## config.mk

```make
export PLATFORM = sky130hd
export DESIGN_NAME = cso_ctrl
export DESIGN_NICKNAME = d
export VERILOG_FILES = /design/src/inc/cso_pkg.sv /design/src/rtl/cso_ctrl.sv
export VERILOG_INCLUDE_DIRS = /design/src /design/src/inc
export SDC_FILE = /design/constraint.sdc
export NUM_CORES = 1
export LEC_CHECK = 0
export BUFFER_PORTS_ARGS = -buffer_cell sky130_fd_sc_hd__buf_2
export CAP_MARGIN = 20
export CORE_UTILIZATION = 47
export DETAILED_ROUTE_END_ITERATION = 10
export GPL_TIMING_DRIVEN = 0
export PLACE_DENSITY = 0.8
export SLEW_MARGIN = 20
export SYNTH_ARGS = -nofsm -noshare
export SYNTH_HDL_FRONTEND = slang
export SYNTH_SLANG_ARGS = --single-unit
export TNS_END_PERCENT = 30
```

## constraint.sdc

```tcl
create_clock -name aclk -period 2.5 [get_ports aclk]
set_input_delay 0.125 -clock aclk [delete_from_list [all_inputs] [get_ports aclk]]
set_output_delay 0.125 -clock aclk [all_outputs]
set_load 0.02 [all_outputs]
```

## src/inc/cso_params.svh

```systemverilog
// Register offsets, field positions, reset values and decode constants for the sense control block
`ifndef CSO_PARAMS_SVH
`define CSO_PARAMS_SVH
`define CSO_OFF_MAIN 32'h0000_0000
`define CSO_OFF_CHAN 32'h0000_0004
`define CSO_OFF_TIMER 32'h0000_0008
`define CSO_OFF_STATUS 32'h0000_000C
`define CSO_MAIN_RESET 8'h00
`define CSO_CHAN_RESET 8'h00
`define CSO_TIMER_RESET 8'h00
`define CSO_MAIN_WMASK 8'hCD
`define CSO_CHAN_WMASK 8'h0F
`define CSO_TIMER_WMASK 8'h07
`define CSO_BIT_ENABLE 7
`define CSO_BIT_RANGE 6
`define CSO_LVL_HI 3
`define CSO_LVL_LO 2
`define CSO_BIT_DIR 1
`define CSO_BIT_T0XS 0
`define CSO_TBIT_T0CS 0
`define CSO_TBIT_T1SRC_HI 2
`define CSO_TBIT_T1SRC_LO 1
`define CSO_T1SRC_OSC 2'h3
`define CSO_LAST_CHANNEL 4'hB
`define CSO_NUM_CHANNELS 12
`define CSO_INSTR_DIV 4
`define CSO_RESP_OKAY 2'h0
`define CSO_RESP_SLVERR 2'h2
`endif

```

## src/inc/cso_pkg.sv

```systemverilog
// Types shared by the sense oscillator control block
package cso_pkg;
    // Oscillator drive strength decoded from range and current field
    typedef enum logic [2:0] {
        CSO_DRV_OFF,
        CSO_DRV_NOISE,
        CSO_DRV_LOW,
        CSO_DRV_MED,
        CSO_DRV_HIGH
    } cso_drive_t;

    // Analog control bundle toward the oscillator
    typedef struct packed {
        logic osc_run;
        logic high_range;
        cso_drive_t drive;
        logic chan_valid;
        logic [3:0] chan_index;
    } cso_analog_t;

    // Clock routing bundle toward the timers
    typedef struct packed {
        logic timer0_tick;
        logic timer1_tick;
        logic timer0_from_osc;
        logic timer1_from_osc;
    } cso_timer_t;
endpackage

```

## src/rtl/cso_ctrl.sv

```systemverilog
// Sense oscillator control block with AXI4-Lite register slave
//
// What this block does
// - Oscillator keeps running in sleep while enabled
// - Timer1 may count oscillator during sleep
// - Timer0 never counts during sleep
// - Main bit 7 enables the module
// - Main bit 6 selects high or low range
// - Low range current 00 means oscillator off
// - High range 00 means noise detect, running
// - Main bit 1 reads oscillator direction
// - Bit 0 picks oscillator or clock pin
// - Internal select counts instruction clock, divide four
// - Disabled module connects no channel
// - Codes 0 to 11 pick channels
// - Unimplemented bits ignore writes, read zero
// - Implemented bits reset to zero
// - Timer1 source 11 uses the oscillator
`timescale 1ns/100ps
`include "cso_params.svh"

module cso_ctrl #(
    parameter int ADDR_W = 4
) (
    input wire logic aclk,
    input wire logic aresetn,
    // AXI4-Lite write address
    input wire logic [ADDR_W-1:0] s_axi_awaddr,
    input wire logic s_axi_awvalid,
    output logic s_axi_awready,
    // AXI4-Lite write data
    input wire logic [31:0] s_axi_wdata,
    input wire logic [3:0] s_axi_wstrb,
    input wire logic s_axi_wvalid,
    output logic s_axi_wready,
    // AXI4-Lite write response
    output logic [1:0] s_axi_bresp,
    output logic s_axi_bvalid,
    input wire logic s_axi_bready,
    // AXI4-Lite read address
    input wire logic [ADDR_W-1:0] s_axi_araddr,
    input wire logic s_axi_arvalid,
    output logic s_axi_arready,
    // AXI4-Lite read data
    output logic [31:0] s_axi_rdata,
    output logic [1:0] s_axi_rresp,
    output logic s_axi_rvalid,
    input wire logic s_axi_rready,
    // Part state and analog side
    input wire logic sleep_active,
    input wire logic osc_direction_raw,
    input wire logic osc_edge,
    input wire logic timer0_clock_pin,
    input wire logic timer1_other_tick,
    output cso_pkg::cso_analog_t analog_ctrl,
    output cso_pkg::cso_timer_t timer_route
);

    // Address must at least reach the highest register
    // Wider than one word would not fit the word compare below
    if (ADDR_W < 4 || ADDR_W > 32) begin
        $error("ADDR_W must lie between 4 and 32");
    end

    // Control registers hold only implemented bits; others stay zero
    logic [7:0] main_q;
    logic [7:0] chan_q;
    logic [7:0] timer_q;

    // Direction synchroniser, first stage read only by the second
    logic dir_meta_q;
    logic dir_sync_q;

    // Divide-by-four enable for the instruction clock
    logic [1:0] div_q;
    logic instr_tick;

    // Pending write halves and handshake state
    logic aw_held_q;
    logic w_held_q;
    logic [ADDR_W-1:0] aw_addr_q;
    logic [31:0] w_data_q;
    logic [3:0] w_strb_q;
    logic bvalid_q;
    logic [1:0] bresp_q;
    logic rvalid_q;
    logic [31:0] rdata_q;
    logic [1:0] rresp_q;

    // Word address compare shared by read and write decode
    // Low two address bits are ignored; each register is one aligned word
    function automatic logic hit(input logic [ADDR_W-1:0] a, input logic [31:0] off);
        hit = ({{(32 - ADDR_W){1'b0}}, a[ADDR_W-1:2], 2'b00} == off);
    endfunction

    // Merge one byte of write data under its strobe and mask
    function automatic logic [7:0] merge(input logic [7:0] old, input logic [7:0] nw,
                                         input logic en, input logic [7:0] mask);
        merge = en ? (nw & mask) : old;
    endfunction

    // Handshake outputs: each write channel is ready while its half is not held
    // Readies drop while a response waits, so a new write never overtakes it
    assign s_axi_awready = !aw_held_q && !bvalid_q;
    assign s_axi_wready = !w_held_q && !bvalid_q;
    assign s_axi_arready = !rvalid_q;
    assign s_axi_bvalid = bvalid_q;
    assign s_axi_bresp = bresp_q;
    assign s_axi_rvalid = rvalid_q;
    assign s_axi_rdata = rdata_q;
    assign s_axi_rresp = rresp_q;

    // Current halves, taken this edge or held from earlier
    logic aw_have;
    logic w_have;
    logic [ADDR_W-1:0] wr_addr;
    logic [31:0] wr_data;
    logic wr_fire;
    logic wr_mapped;
    assign aw_have = aw_held_q || (s_axi_awvalid && s_axi_awready);
    assign w_have = w_held_q || (s_axi_wvalid && s_axi_wready);
    assign wr_addr = aw_held_q ? aw_addr_q : s_axi_awaddr;
    assign wr_data = w_held_q ? w_data_q : s_axi_wdata;
    assign wr_fire = aw_have && w_have && !bvalid_q;
    assign wr_mapped = hit(wr_addr, `CSO_OFF_MAIN) || hit(wr_addr, `CSO_OFF_CHAN)
                       || hit(wr_addr, `CSO_OFF_TIMER) || hit(wr_addr, `CSO_OFF_STATUS);
    logic wr_strb0;
    assign wr_strb0 = w_held_q ? w_strb_q[0] : s_axi_wstrb[0];

    // Hold whichever write half arrives first until the other comes
    always_ff @(posedge aclk) begin
        if (!aresetn) begin
            aw_held_q <= 1'b0;
            w_held_q <= 1'b0;
            aw_addr_q <= '0;
            w_data_q <= 32'h0000_0000;
            w_strb_q <= 4'h0;
        end else if (wr_fire) begin
            aw_held_q <= 1'b0;
            w_held_q <= 1'b0;
        end else begin
            if (s_axi_awvalid && s_axi_awready) begin
                aw_held_q <= 1'b1;
                aw_addr_q <= s_axi_awaddr;
            end
            if (s_axi_wvalid && s_axi_wready) begin
                w_held_q <= 1'b1;
                w_data_q <= s_axi_wdata;
                w_strb_q <= s_axi_wstrb;
            end
        end
    end

    // Write response one edge after both halves are present
    // A master that stalls bready blocks further writes until it answers
    always_ff @(posedge aclk) begin
        if (!aresetn) begin
            bvalid_q <= 1'b0;
            bresp_q <= `CSO_RESP_OKAY;
        end else if (wr_fire) begin
            bvalid_q <= 1'b1;
            // Unmapped addresses answer with a slave error and change nothing
            bresp_q <= wr_mapped ? `CSO_RESP_OKAY : `CSO_RESP_SLVERR;
        end else if (s_axi_bready) begin
            bvalid_q <= 1'b0;
        end
    end

    // Main control register; status and unimplemented bits never stored
    // A write to the direction bit is lost; the bit is rebuilt on every read
    always_ff @(posedge aclk) begin
        if (!aresetn) begin
            main_q <= `CSO_MAIN_RESET;
        end else if (wr_fire && hit(wr_addr, `CSO_OFF_MAIN)) begin
            main_q <= merge(main_q, wr_data[7:0], wr_strb0, `CSO_MAIN_WMASK);
        end
    end

    // Channel register; upper nibble is unimplemented
    always_ff @(posedge aclk) begin
        if (!aresetn) begin
            chan_q <= `CSO_CHAN_RESET;
        end else if (wr_fire && hit(wr_addr, `CSO_OFF_CHAN)) begin
            // Reserved codes are stored as written; decode refuses them
            chan_q <= merge(chan_q, wr_data[7:0], wr_strb0, `CSO_CHAN_WMASK);
        end
    end

    // Timer routing register mirrors the timer selects this block needs
    always_ff @(posedge aclk) begin
        if (!aresetn) begin
            timer_q <= `CSO_TIMER_RESET;
        end else if (wr_fire && hit(wr_addr, `CSO_OFF_TIMER)) begin
            timer_q <= merge(timer_q, wr_data[7:0], wr_strb0, `CSO_TIMER_WMASK);
        end
    end

    // Two-flop synchroniser for the analog direction level
    // The first stage may go metastable, so only the second stage is read
    always_ff @(posedge aclk) begin
        if (!aresetn) begin
            dir_meta_q <= 1'b0;
            dir_sync_q <= 1'b0;
        end else begin
            dir_meta_q <= osc_direction_raw;
            dir_sync_q <= dir_meta_q;
        end
    end

    // Instruction clock enable: one pulse every four system clocks
    // Free running from reset, so its phase is not tied to register writes
    always_ff @(posedge aclk) begin
        if (!aresetn) begin
            div_q <= 2'h0;
        end else begin
            div_q <= div_q + 2'h1;
        end
    end
    assign instr_tick = (div_q == 2'(`CSO_INSTR_DIV - 1));

    // Field views of the control registers
    logic enable;
    logic high_range;
    logic [1:0] level;
    logic t0_ext_osc;
    logic t0_ext_clock;
    logic t1_from_osc;
    logic [7:0] main_view;
    assign enable = main_q[`CSO_BIT_ENABLE];
    assign high_range = main_q[`CSO_BIT_RANGE];
    assign level = main_q[`CSO_LVL_HI:`CSO_LVL_LO];
    assign t0_ext_osc = main_q[`CSO_BIT_T0XS];
    assign t0_ext_clock = timer_q[`CSO_TBIT_T0CS];
    assign t1_from_osc = (timer_q[`CSO_TBIT_T1SRC_HI:`CSO_TBIT_T1SRC_LO] == `CSO_T1SRC_OSC);

    // Main register as read: synchronised direction in bit 1
    always_comb begin
        main_view = main_q;
        main_view[`CSO_BIT_DIR] = dir_sync_q;
    end

    // Read data registered one edge after the address is taken
    // Reads have no side effects, so a repeated read is harmless
    always_ff @(posedge aclk) begin
        if (!aresetn) begin
            rvalid_q <= 1'b0;
            rdata_q <= 32'h0000_0000;
            rresp_q <= `CSO_RESP_OKAY;
        end else if (s_axi_arvalid && s_axi_arready) begin
            rvalid_q <= 1'b1;
            rresp_q <= `CSO_RESP_OKAY;
            if (hit(s_axi_araddr, `CSO_OFF_MAIN)) begin
                rdata_q <= {24'h00_0000, main_view};
            end else if (hit(s_axi_araddr, `CSO_OFF_CHAN)) begin
                rdata_q <= {24'h00_0000, chan_q};
            end else if (hit(s_axi_araddr, `CSO_OFF_TIMER)) begin
                rdata_q <= {24'h00_0000, timer_q};
            end else if (hit(s_axi_araddr, `CSO_OFF_STATUS)) begin
                // Live state: decoded drive, channel connected, sleep seen
                rdata_q <= {24'h00_0000, analog_ctrl.chan_valid, analog_ctrl.osc_run,
                            3'(analog_ctrl.drive), 1'b0, 1'b0, sleep_active};
            end else begin
                // Unmapped: zero data with a slave error
                rdata_q <= 32'h0000_0000;
                rresp_q <= `CSO_RESP_SLVERR;
            end
        end else if (s_axi_rready) begin
            rvalid_q <= 1'b0;
        end
    end

    // Drive decode; sleep is deliberately absent so the oscillator keeps running
    // Registered below, so the drive follows a write one cycle later
    cso_pkg::cso_drive_t drive_d;
    logic run_d;
    always_comb begin
        drive_d = cso_pkg::CSO_DRV_OFF;
        run_d = 1'b0;
        if (enable) begin
            case (level)
                2'h0: begin
                    // Noise detection keeps the oscillator alive in high range
                    drive_d = high_range ? cso_pkg::CSO_DRV_NOISE : cso_pkg::CSO_DRV_OFF;
                    run_d = high_range;
                end
                2'h1: begin
                    drive_d = cso_pkg::CSO_DRV_LOW;
                    run_d = 1'b1;
                end
                2'h2: begin
                    drive_d = cso_pkg::CSO_DRV_MED;
                    run_d = 1'b1;
                end
                2'h3: begin
                    drive_d = cso_pkg::CSO_DRV_HIGH;
                    run_d = 1'b1;
                end
                default: begin
                    drive_d = cso_pkg::CSO_DRV_OFF;
                    run_d = 1'b0;
                end
            endcase
        end
    end

    // Analog control outputs from flip-flops
    always_ff @(posedge aclk) begin
        if (!aresetn) begin
            analog_ctrl <= '0;
        end else begin
            analog_ctrl.osc_run <= run_d;
            analog_ctrl.high_range <= high_range;
            analog_ctrl.drive <= drive_d;
            // Reserved codes and a disabled module connect nothing
            analog_ctrl.chan_valid <= enable && (chan_q[3:0] <= `CSO_LAST_CHANNEL);
            analog_ctrl.chan_index <= enable ? chan_q[3:0] : 4'h0;
        end
    end

    // Timer clock routing as one-cycle tick enables
    // Ticks lag their sources by one cycle; counts over a window are unaffected
    always_ff @(posedge aclk) begin
        if (!aresetn) begin
            timer_route <= '0;
        end else begin
            timer_route.timer0_from_osc <= t0_ext_clock && t0_ext_osc;
            timer_route.timer1_from_osc <= t1_from_osc;
            if (sleep_active) begin
                // The core timer halts in sleep, so it cannot measure there
                timer_route.timer0_tick <= 1'b0;
            end else if (!t0_ext_clock) begin
                timer_route.timer0_tick <= instr_tick;
            end else begin
                timer_route.timer0_tick <= t0_ext_osc ? osc_edge : timer0_clock_pin;
            end
            // Timer1 keeps gathering counts through sleep
            timer_route.timer1_tick <= t1_from_osc ? osc_edge : timer1_other_tick;
        end
    end

endmodule

```

==> results by stage, run 1 <==
Final layout:
- In the final layout, the share of cells above drive strength 1 is 0.286.
- The fill cell instance count of the final layout is 429.
- Once layout is complete, the cells apart from fillers number 399.
- The final layout contains 391 nets.
- The number of antenna cells inserted is 0.
- The post-route cell area is 2940 um2.
- The area growth from synthesis to final layout is 21.0%.

Synthesis:
- The synthesized area per cell is 9.72 um2.
- Of the total synthesized cell area, the portion taken by full adders, half adders and majority gates is 0.0206.
- The post-synthesis async set-or-reset flop share is 0.
- The number of synthesis warnings is 0.
- Sorting the synthesized cells by how often they occur yields dfxtp_1, buf_4, nand2_1.
- Synthesis handed over a netlist of 250 instances.
- The cell type with the largest total area after synthesis is dfxtp_1.
- Yosys mapped a number of flops with a built-in enable equal to 0.
- The sequential share of the synthesized area is 0.437.
- By area the synthesized netlist is led by dfxtp_1, buf_4, mux2i_1, and3_1, a2111oi_4.
- For this run, the leading register cell type out of synthesis is dfxtp_1.
- The most frequently used cell type in the post-synthesis netlist is dfxtp_1.
- The post-synthesis instance area is 2430 um2.
- Synthesis inferred 53 register bits.
- By area, the combinational part of the netlist is dominated by simple AND/OR/NAND/NOR gates.
- The count of cell types in the netlist is 39.
- The share of synthesized area in the top cell type comes to 0.437.
- The area share of and/or/nand/nor cells after synthesis is 0.169.
- The post-synthesis compound-gate area fraction is 0.144.
- The post-synthesis mux area share is 0.113.
- The xor and xnor fraction of the mapped netlist area is 0.

Placed design:
- The detailed placement HPWL is 3520 um.
- The placed standard-cell area is 2850 um2.
- The instance count after placement with tap cells included is 390.
- The number of port buffers is 48.
- Prior to clock tree synthesis, the placed netlist has a worst setup slack of 0.496 ns.
- The final weighted congestion of routability-driven global placement is 0.757.

Flow run:
- The reported max-cap violation count is 0.

Drt:
- After detailed routing, the number of remaining DRC violations is 0.
- The average wire length per cell after detail routing is 11.8 um.
- For this block, the via count after detailed routing is 1918.
- The total wire length after detailed routing is 4720 um.
- In this run, the number of DRC markers left after iteration 0 of detailed routing was 79.
- The length of the first detailed-routing pass in iterations is 4.
- The post-detailed-route via-to-cell ratio is 4.81.
- Once detail routing completed, the nets flagged for antenna violations numbered 0.

Setup path:
- The cell family contributing the most delay on the critical path is simple AND/OR/NAND/NOR gates.
- Traced cell by cell, the critical path runs through clkbuf_1, nor4_1, clkbuf_1, a21boi_0, o21a_1.
- For the worst setup path, the data required time is 2.72 ns.
- STA classifies the critical path startpoint as a flop.
- The endpoint type of the worst setup path is a flop.
- The start-to-end type of the worst setup path is flop to flop.
- STA puts the critical path data arrival time at 2.27 ns.
- The peak per-stage delay on the critical path is 0.67 ns.
- The worst-path maximum fanout is 10.
- The most numerous cell type found on the critical path is clkbuf_1.
- Counting both buffers and inverters, the worst setup path holds a total of 2.
- The slowest cell on the critical path is nor4_1.

Timing:
- The number of pins exceeding their max-slew limit in the final report came to 0.
- In the final timing run, aggregate negative setup slack is 0 ns.
- The timing-limited maximum frequency is 0.487 GHz.
- Setup violations remaining at the end of the flow were counted as 0.
- The post-route worst setup slack is 0.445 ns.
- For the pin with the worst max-slew slack, the measured transition is 0.797 ns.
- The clock period could shrink to ~2.1 ns.
- The headroom to the max-slew limit is 0.469.
- Setup repair after global routing left no endpoint under its margin.
- The post-route clock skew is 0.00732 ns.
- In the finished design, the share of the clock period the worst path needs comes to 0.822.
- The final count of hold timing violations is 0.

Floorplanning:
- The die outline area is 5460 um2.
- The floorplan die width is around 74 um.
- The floorplan step defined a core boundary enclosing 4850 um2.
- The I/O pin count is 111.
- The initial core utilization is 0.501.
- The die is 73.9 um tall.
- The number of rows created at floorplan is 25.

Power and ir drop:
- The total power per unit cell area is 562 nW/um2.
- The design draws approximately 1.7 mW.
- In this run the static leakage power is 1.36 nW.
- The worst voltage drop across the vdd grid is between 0.0002 and 0.0003 V.

GRT:
- The global-route wire length before repair is 7730 um.
- The number of antenna violations at the first check in global routing came to 0.
- In the global route stage, overall resource usage came out at 0.190.
- The via count of the first global-routing pass is ~1.7k.
- Entering global routing, the biggest net connects 16 pins.
- The total congestion overflow after global routing is 0.

Clocking:
- The number of H-tree levels is 2.
- Clock-pin slew was measured on the worst setup and hold paths at 0.09 ns.
- Buffers inserted during clock tree synthesis total 5.
- The cell at the root of the clock tree is clkbuf_8.
- The clock tree from TritonCTS is yes.
- The number of buffers added for setup after CTS is 0.
- The clock latency on the worst-skew pair is 0.31 ns.
- The number of clock sinks is 53.
- The buffer levels on the longest clock path is 2.

Status:
- The flow ran to the end, and the final reports show no timing, DRC or antenna violations.

Min path:
- The worst min-delay path class is input pin to flop.
[state kept, by name, indices dropped and copies added, names as in the netlist, 2 cells and up]
name / cells
analog_ctrl: 10
aw_addr_q: 2
chan_q: 4
div_q: 2
main_q: 5
s_axi_rdata: 8
timer_q: 3
timer_route: 4
w_data_q: 6
[timing repair]
action	CTS	global route
resized for setup	0	0
endpoints found under the hold margin	1	0
hold buffers	1	0
[cell type report]
type                            instances  area [um2]  share of cell area
Multi-Input combinational cell        175        1180               0.402
Tap cell                               67        83.8              0.0285
Clock inverter                          2        10.0             0.00340
Inverter                                7        26.3             0.00894
Clock buffer                            6        72.6              0.0247
Buffer                                 40         255              0.0868
Timing Repair Buffer                   49         250              0.0851
Sequential cell                        53        1060               0.361
[layout by cell type (no fill, tap or decap), drive strengths merged, types with 3 or more instances in the layout]
master / netlist / routed
or3b: 3 / 3
nand2: 21 / 21
buf: 29 / 77
ha: 4 / 4
and2: 4 / 4
a2111oi: 4 / 4
o21a: 7 / 7
mux2: 6 / 6
nor2: 16 / 16
clkbuf: 11 / 17
a21boi: 7 / 7
o21ai: 3 / 3
nand2b: 3 / 3
a21oi: 11 / 11
and3: 16 / 16
nand3b: 4 / 4
dfxtp: 53 / 53
conb: 1 / 26
o211ai: 3 / 3
inv: 7 / 7
nand3: 3 / 3
mux2i: 18 / 18
[routing by layer]
| metal | up-vias | GRT usage | part of all wire |
|---|---|---|---|
| li1 | 975 | - | - |
| met1 | 868 | 0.226 | 0.47 |
| met2 | 69 | 0.309 | 0.46 |
| met3 | 6 | 0.0658 | 0.060 |
| met4 | 0 | 0.0812 | 0.017 |
| met5 | - | 0 | 0 |
[worst register-to-register path, cell delays in order (launching register included)]
cell and delay, ns:
dfxtp_1 0.32, clkbuf_1 0.27, nor4_1 0.67, clkbuf_1 0.36, a21boi_0 0.16, o21a_1 0.19
[path summary, 6_finish.rpt]
kind,start,endpoint,slack (ns),cells past startpoint
max,s_axi_bvalid,w_data_q[0],0.45,5
min reg2reg,div_q[0],div_q[0],0.43,1
min,osc_direction_raw,dir_meta_q,0.01,2
max reg2reg,s_axi_bvalid,w_data_q[0],0.45,5
[metrics by stage]
| step | hold WS (ns) | util |
|---|---|---|
| after floorplan | 0.215 | - |
| after global placement | 0.332 | 0.587 |
| after detailed placement | 0.327 | 0.587 |
| after CTS | 0.0114 | 0.606 |
| after global routing | 0.0171 | 0.606 |
| final | 0.0141 | 0.606 |
[logic make-up (layout without fill, tap and decap cells)]
| group | Yosys count | count (layout) |
|---|---|---|
| AOI/OAI and AO/OA | 42 | 42 |
| other | 1 | 26 |
| and+or+nand+nor | 78 | 78 |
| DFF | 53 | 53 |
| muxes | 25 | 25 |
| buffers and inverters | 47 | 104 |
| adders and majority gates | 4 | 4 |
[power by group]
group | switching, mW | total (mW) | internal, mW
registers | 0.0173 | 0.890 | 0.873
logic | 0.172 | 0.289 | 0.117
clock network | 0.277 | 0.472 | 0.195
total | 0.466 | 1.65 | 1.18
(Power assumes the default switching activity.)
==> run 2: changes to the inputs <==
==> constraint.sdc (replaced) <==
create_clock -name aclk -period 2 [get_ports aclk]
set_input_delay 0.1 -clock aclk [delete_from_list [all_inputs] [get_ports aclk]]
set_output_delay 0.1 -clock aclk [all_outputs]
set_load 0.02 [all_outputs]
==> run 2 against run 1 <==
- die area stayed put
- routed wire length up 0.76%
- first-iteration DRC count rose by 30%
- combinational power increased by 28%
- sequential power grew 25%
- largest power group unchanged
- highest routed layer unchanged
- final cell count grew 0.25%
==> results by stage, run 2 (synthesized netlist as in run 1, its figures left out) <==
Status:
- The run finished with clean final reports.

Clocking:
- TritonCTS built the clock tree.
- The cell at the root of the clock tree is clkbuf_8.
- The number of clock sinks is 53.
- In this run the post-CTS setup repair buffer count came out at 0.
- The buffer levels on the longest clock path is 2.
- The clock-pin slew reported for the worst setup and hold paths after clock tree synthesis is 0.09 ns.
- Clock latency on the worst-skew pair, taken at its later pin, is 0.31 ns.
- The number of buffers added by the clock tree synthesis step is 5.
- The number of H-tree levels is 2.

Final layout:
- The final layout contains 392 nets.
- The area growth from synthesis to final layout is 22.0%.
- Counting flops per register, the top entry is analog_ctrl.
- The fraction of layout cells with a size suffix above 1 is 0.288.
- The register with the most flip-flops in the layout has 10 of them.
- 0 antenna diodes ended up in the layout.
- In the layout the commonest cells are dfxtp_1, buf_2, buf_4, conb_1, nand2_1.
- The library cell used most frequently in the layout, excluding fill and tap cells, is dfxtp_1.
- For this run, the share of the core covered by cells in the final layout is 0.612.
- After routing the design area is 2970 um2.

Timing:
- The final critical delay including setup and external delays is 1.94 ns.
- The number of pins exceeding their max-slew limit in the final report is 0.
- After layout, the worst setup slack is about 0.06 ns.
- The post-route clock skew is 0.00694 ns.
- The worst-margin pin slew is approximately 0.83 ns.
- The final count of hold timing violations is 0.
- The tightest hold margin is 0.0334 ns.
- Measured against its own limit, the worst slew margin works out to 0.450.
- The part of the cycle the worst path needs is 0.969.
- The total of endpoints with negative setup slack in the final report is 0.
- For this run, the top clock speed supported by timing is 0.516 GHz.

Placed design:
- Timing analysis after detailed placement gives a worst setup slack of -0.00372 ns.
- The congestion estimate from routability-driven global placement came to 0.757.
- Input and output buffers added on the ports amount to 48.
- The detailed placement HPWL is 3520 um.
- The placed standard-cell area is around 2800 um2.

Floorplanning:
- The floorplan step defined a die boundary enclosing 5460 um2.
- The initial core utilization is 0.501.
- 111 I/O pins were placed.
- The number of rows created at floorplan is 25.
- In this run the vertical extent of the chip is roughly 74 um.
- From left edge to right edge, the die measures 73.9 um.
- After floorplanning, the core was sized to cover about 4800 um2.

Setup path:
- The startpoint type of the worst setup path is a flop.
- The data arrival time of the worst path is 2.15 ns.
- STA classifies the critical path endpoint as a flop.
- The worst setup path is of the flop to flop kind.
- At the worst endpoint, the required time is 2.21 ns.
- Of all nets on the critical path, the largest fanout is 10.
- The depth of the most critical reg-to-reg path is 4.

Drt:
- The post-detailed-route via-to-cell ratio is roughly 4.9.
- The total DRC errors in the routed layout is 0.
- For this block, the routed nets add up to ~4800 um of wire.
- The detailed router finished its first iteration with 103 violations.
- The number of vias after detailed routing is 1941.
- The antenna violation net count after detailed routing is 0.
- After detailed routing, the average wire length per cell comes to 11.9 um.
- The length of the first detailed-routing pass in iterations is 4.

Power and ir drop:
- Of the total power, combinational logic draws 0.178.
- The total power per unit cell area is 699 nW/um2.
- Internal power comes to 1.48 mW.
- The completed layout was analyzed and its total power is 2.07 mW.
- Summed over all cells, the static leakage comes to 1.37 nW.
- Summed over all nets, the switching power comes to 0.588 mW.
- The worst voltage drop across the vdd grid is between 0.0003 and 0.0004 V.
- The share of total power dissipated in the clock network is 0.285.
- The share of total power dissipated in sequential elements is 0.537.
- The switching part of the total power is 0.284.

Min path:
- The worst hold path cell count is 3.
- The worst min-delay path class is input pin to flop.

GRT:
- For this run, the total global-route usage over all layers was measured as 0.190.
- Entering global routing, the biggest net connects 16 pins.
- The via count of the first global-routing pass was approximately 1.7k.
- The global-route wire length before repair is 7710 um.
- The total congestion overflow after global routing is 0.
- The number of antenna violations at the first check in global routing was 0.

Flow run:
- The reported max-cap violation count is 0.
-- run 2: changes by cell type in the layout (fill, tap and decap cells not counted), sizes merged --
cell / previous run / this run
dlygate4sd3: 1 / 2
-- run 2: layout make-up --
type	count	area [um2]
Buffer	40	255
Clock buffer	6	72.6
Clock inverter	2	10.0
Fill cell	422	1880
Inverter	7	26.3
Multi-Input combinational cell	175	1200
Sequential cell	53	1060
Tap cell	67	83.8
Timing Repair Buffer	50	260
-- run 2: through the flow --
step,TNS [ns],cells
after floorplan,0,275
after global placement,0,390
after detailed placement,-0.00418,390
after CTS,0,400
after global routing,-0.00107,400
final,0,400
-- run 2: timing repair --
| action | 4_1_cts | 5_1_grt |
|---|---|---|
| hold endpoints to repair | 2 | 0 |
| resized for setup | 1 | 1 |
| hold buffers | 2 | 0 |
| setup endpoints to repair | 7 | 6 |
-- run 2: final timing paths --
path / from / end / slack, ns
max reg2reg: aw_held_q / main_q[6] / 0.06
min reg2reg: s_axi_bresp[1] / s_axi_bresp[1] / 0.43
max: aw_held_q / main_q[6] / 0.06
min: timer1_other_tick / timer_route[2] / 0.03
-- run 2: power groups by stage --
stage | logic, mW | registers, mW | clock network, mW
2_1_floorplan | 0.262 | 1.15 | 0
3_3_place_gp | 0.354 | 1.14 | 0
3_5_place_dp | 0.358 | 1.14 | 0
4_1_cts | 0.364 | 1.11 | 0.600
5_1_grt | 0.404 | 1.12 | 0.645
6_report | 0.369 | 1.11 | 0.591
-- run 2: routing by layer --
layer | track usage | wire [um] | vias up
met5 | 0 | 0 | -
met4 | 0.0812 | 87 | 0
met3 | 0.0658 | 258 | 10
met2 | 0.311 | 2200 | 71
met1 | 0.224 | 2210 | 886
li1 | - | - | 974
-- run 2: worst max-delay path: stages (launching register included) --
cell and delay [ns]:
dfxtp_1 0.34, buf_6 0.14, or3_4 0.37, a2111oi_4 0.63, mux2_4 0.34
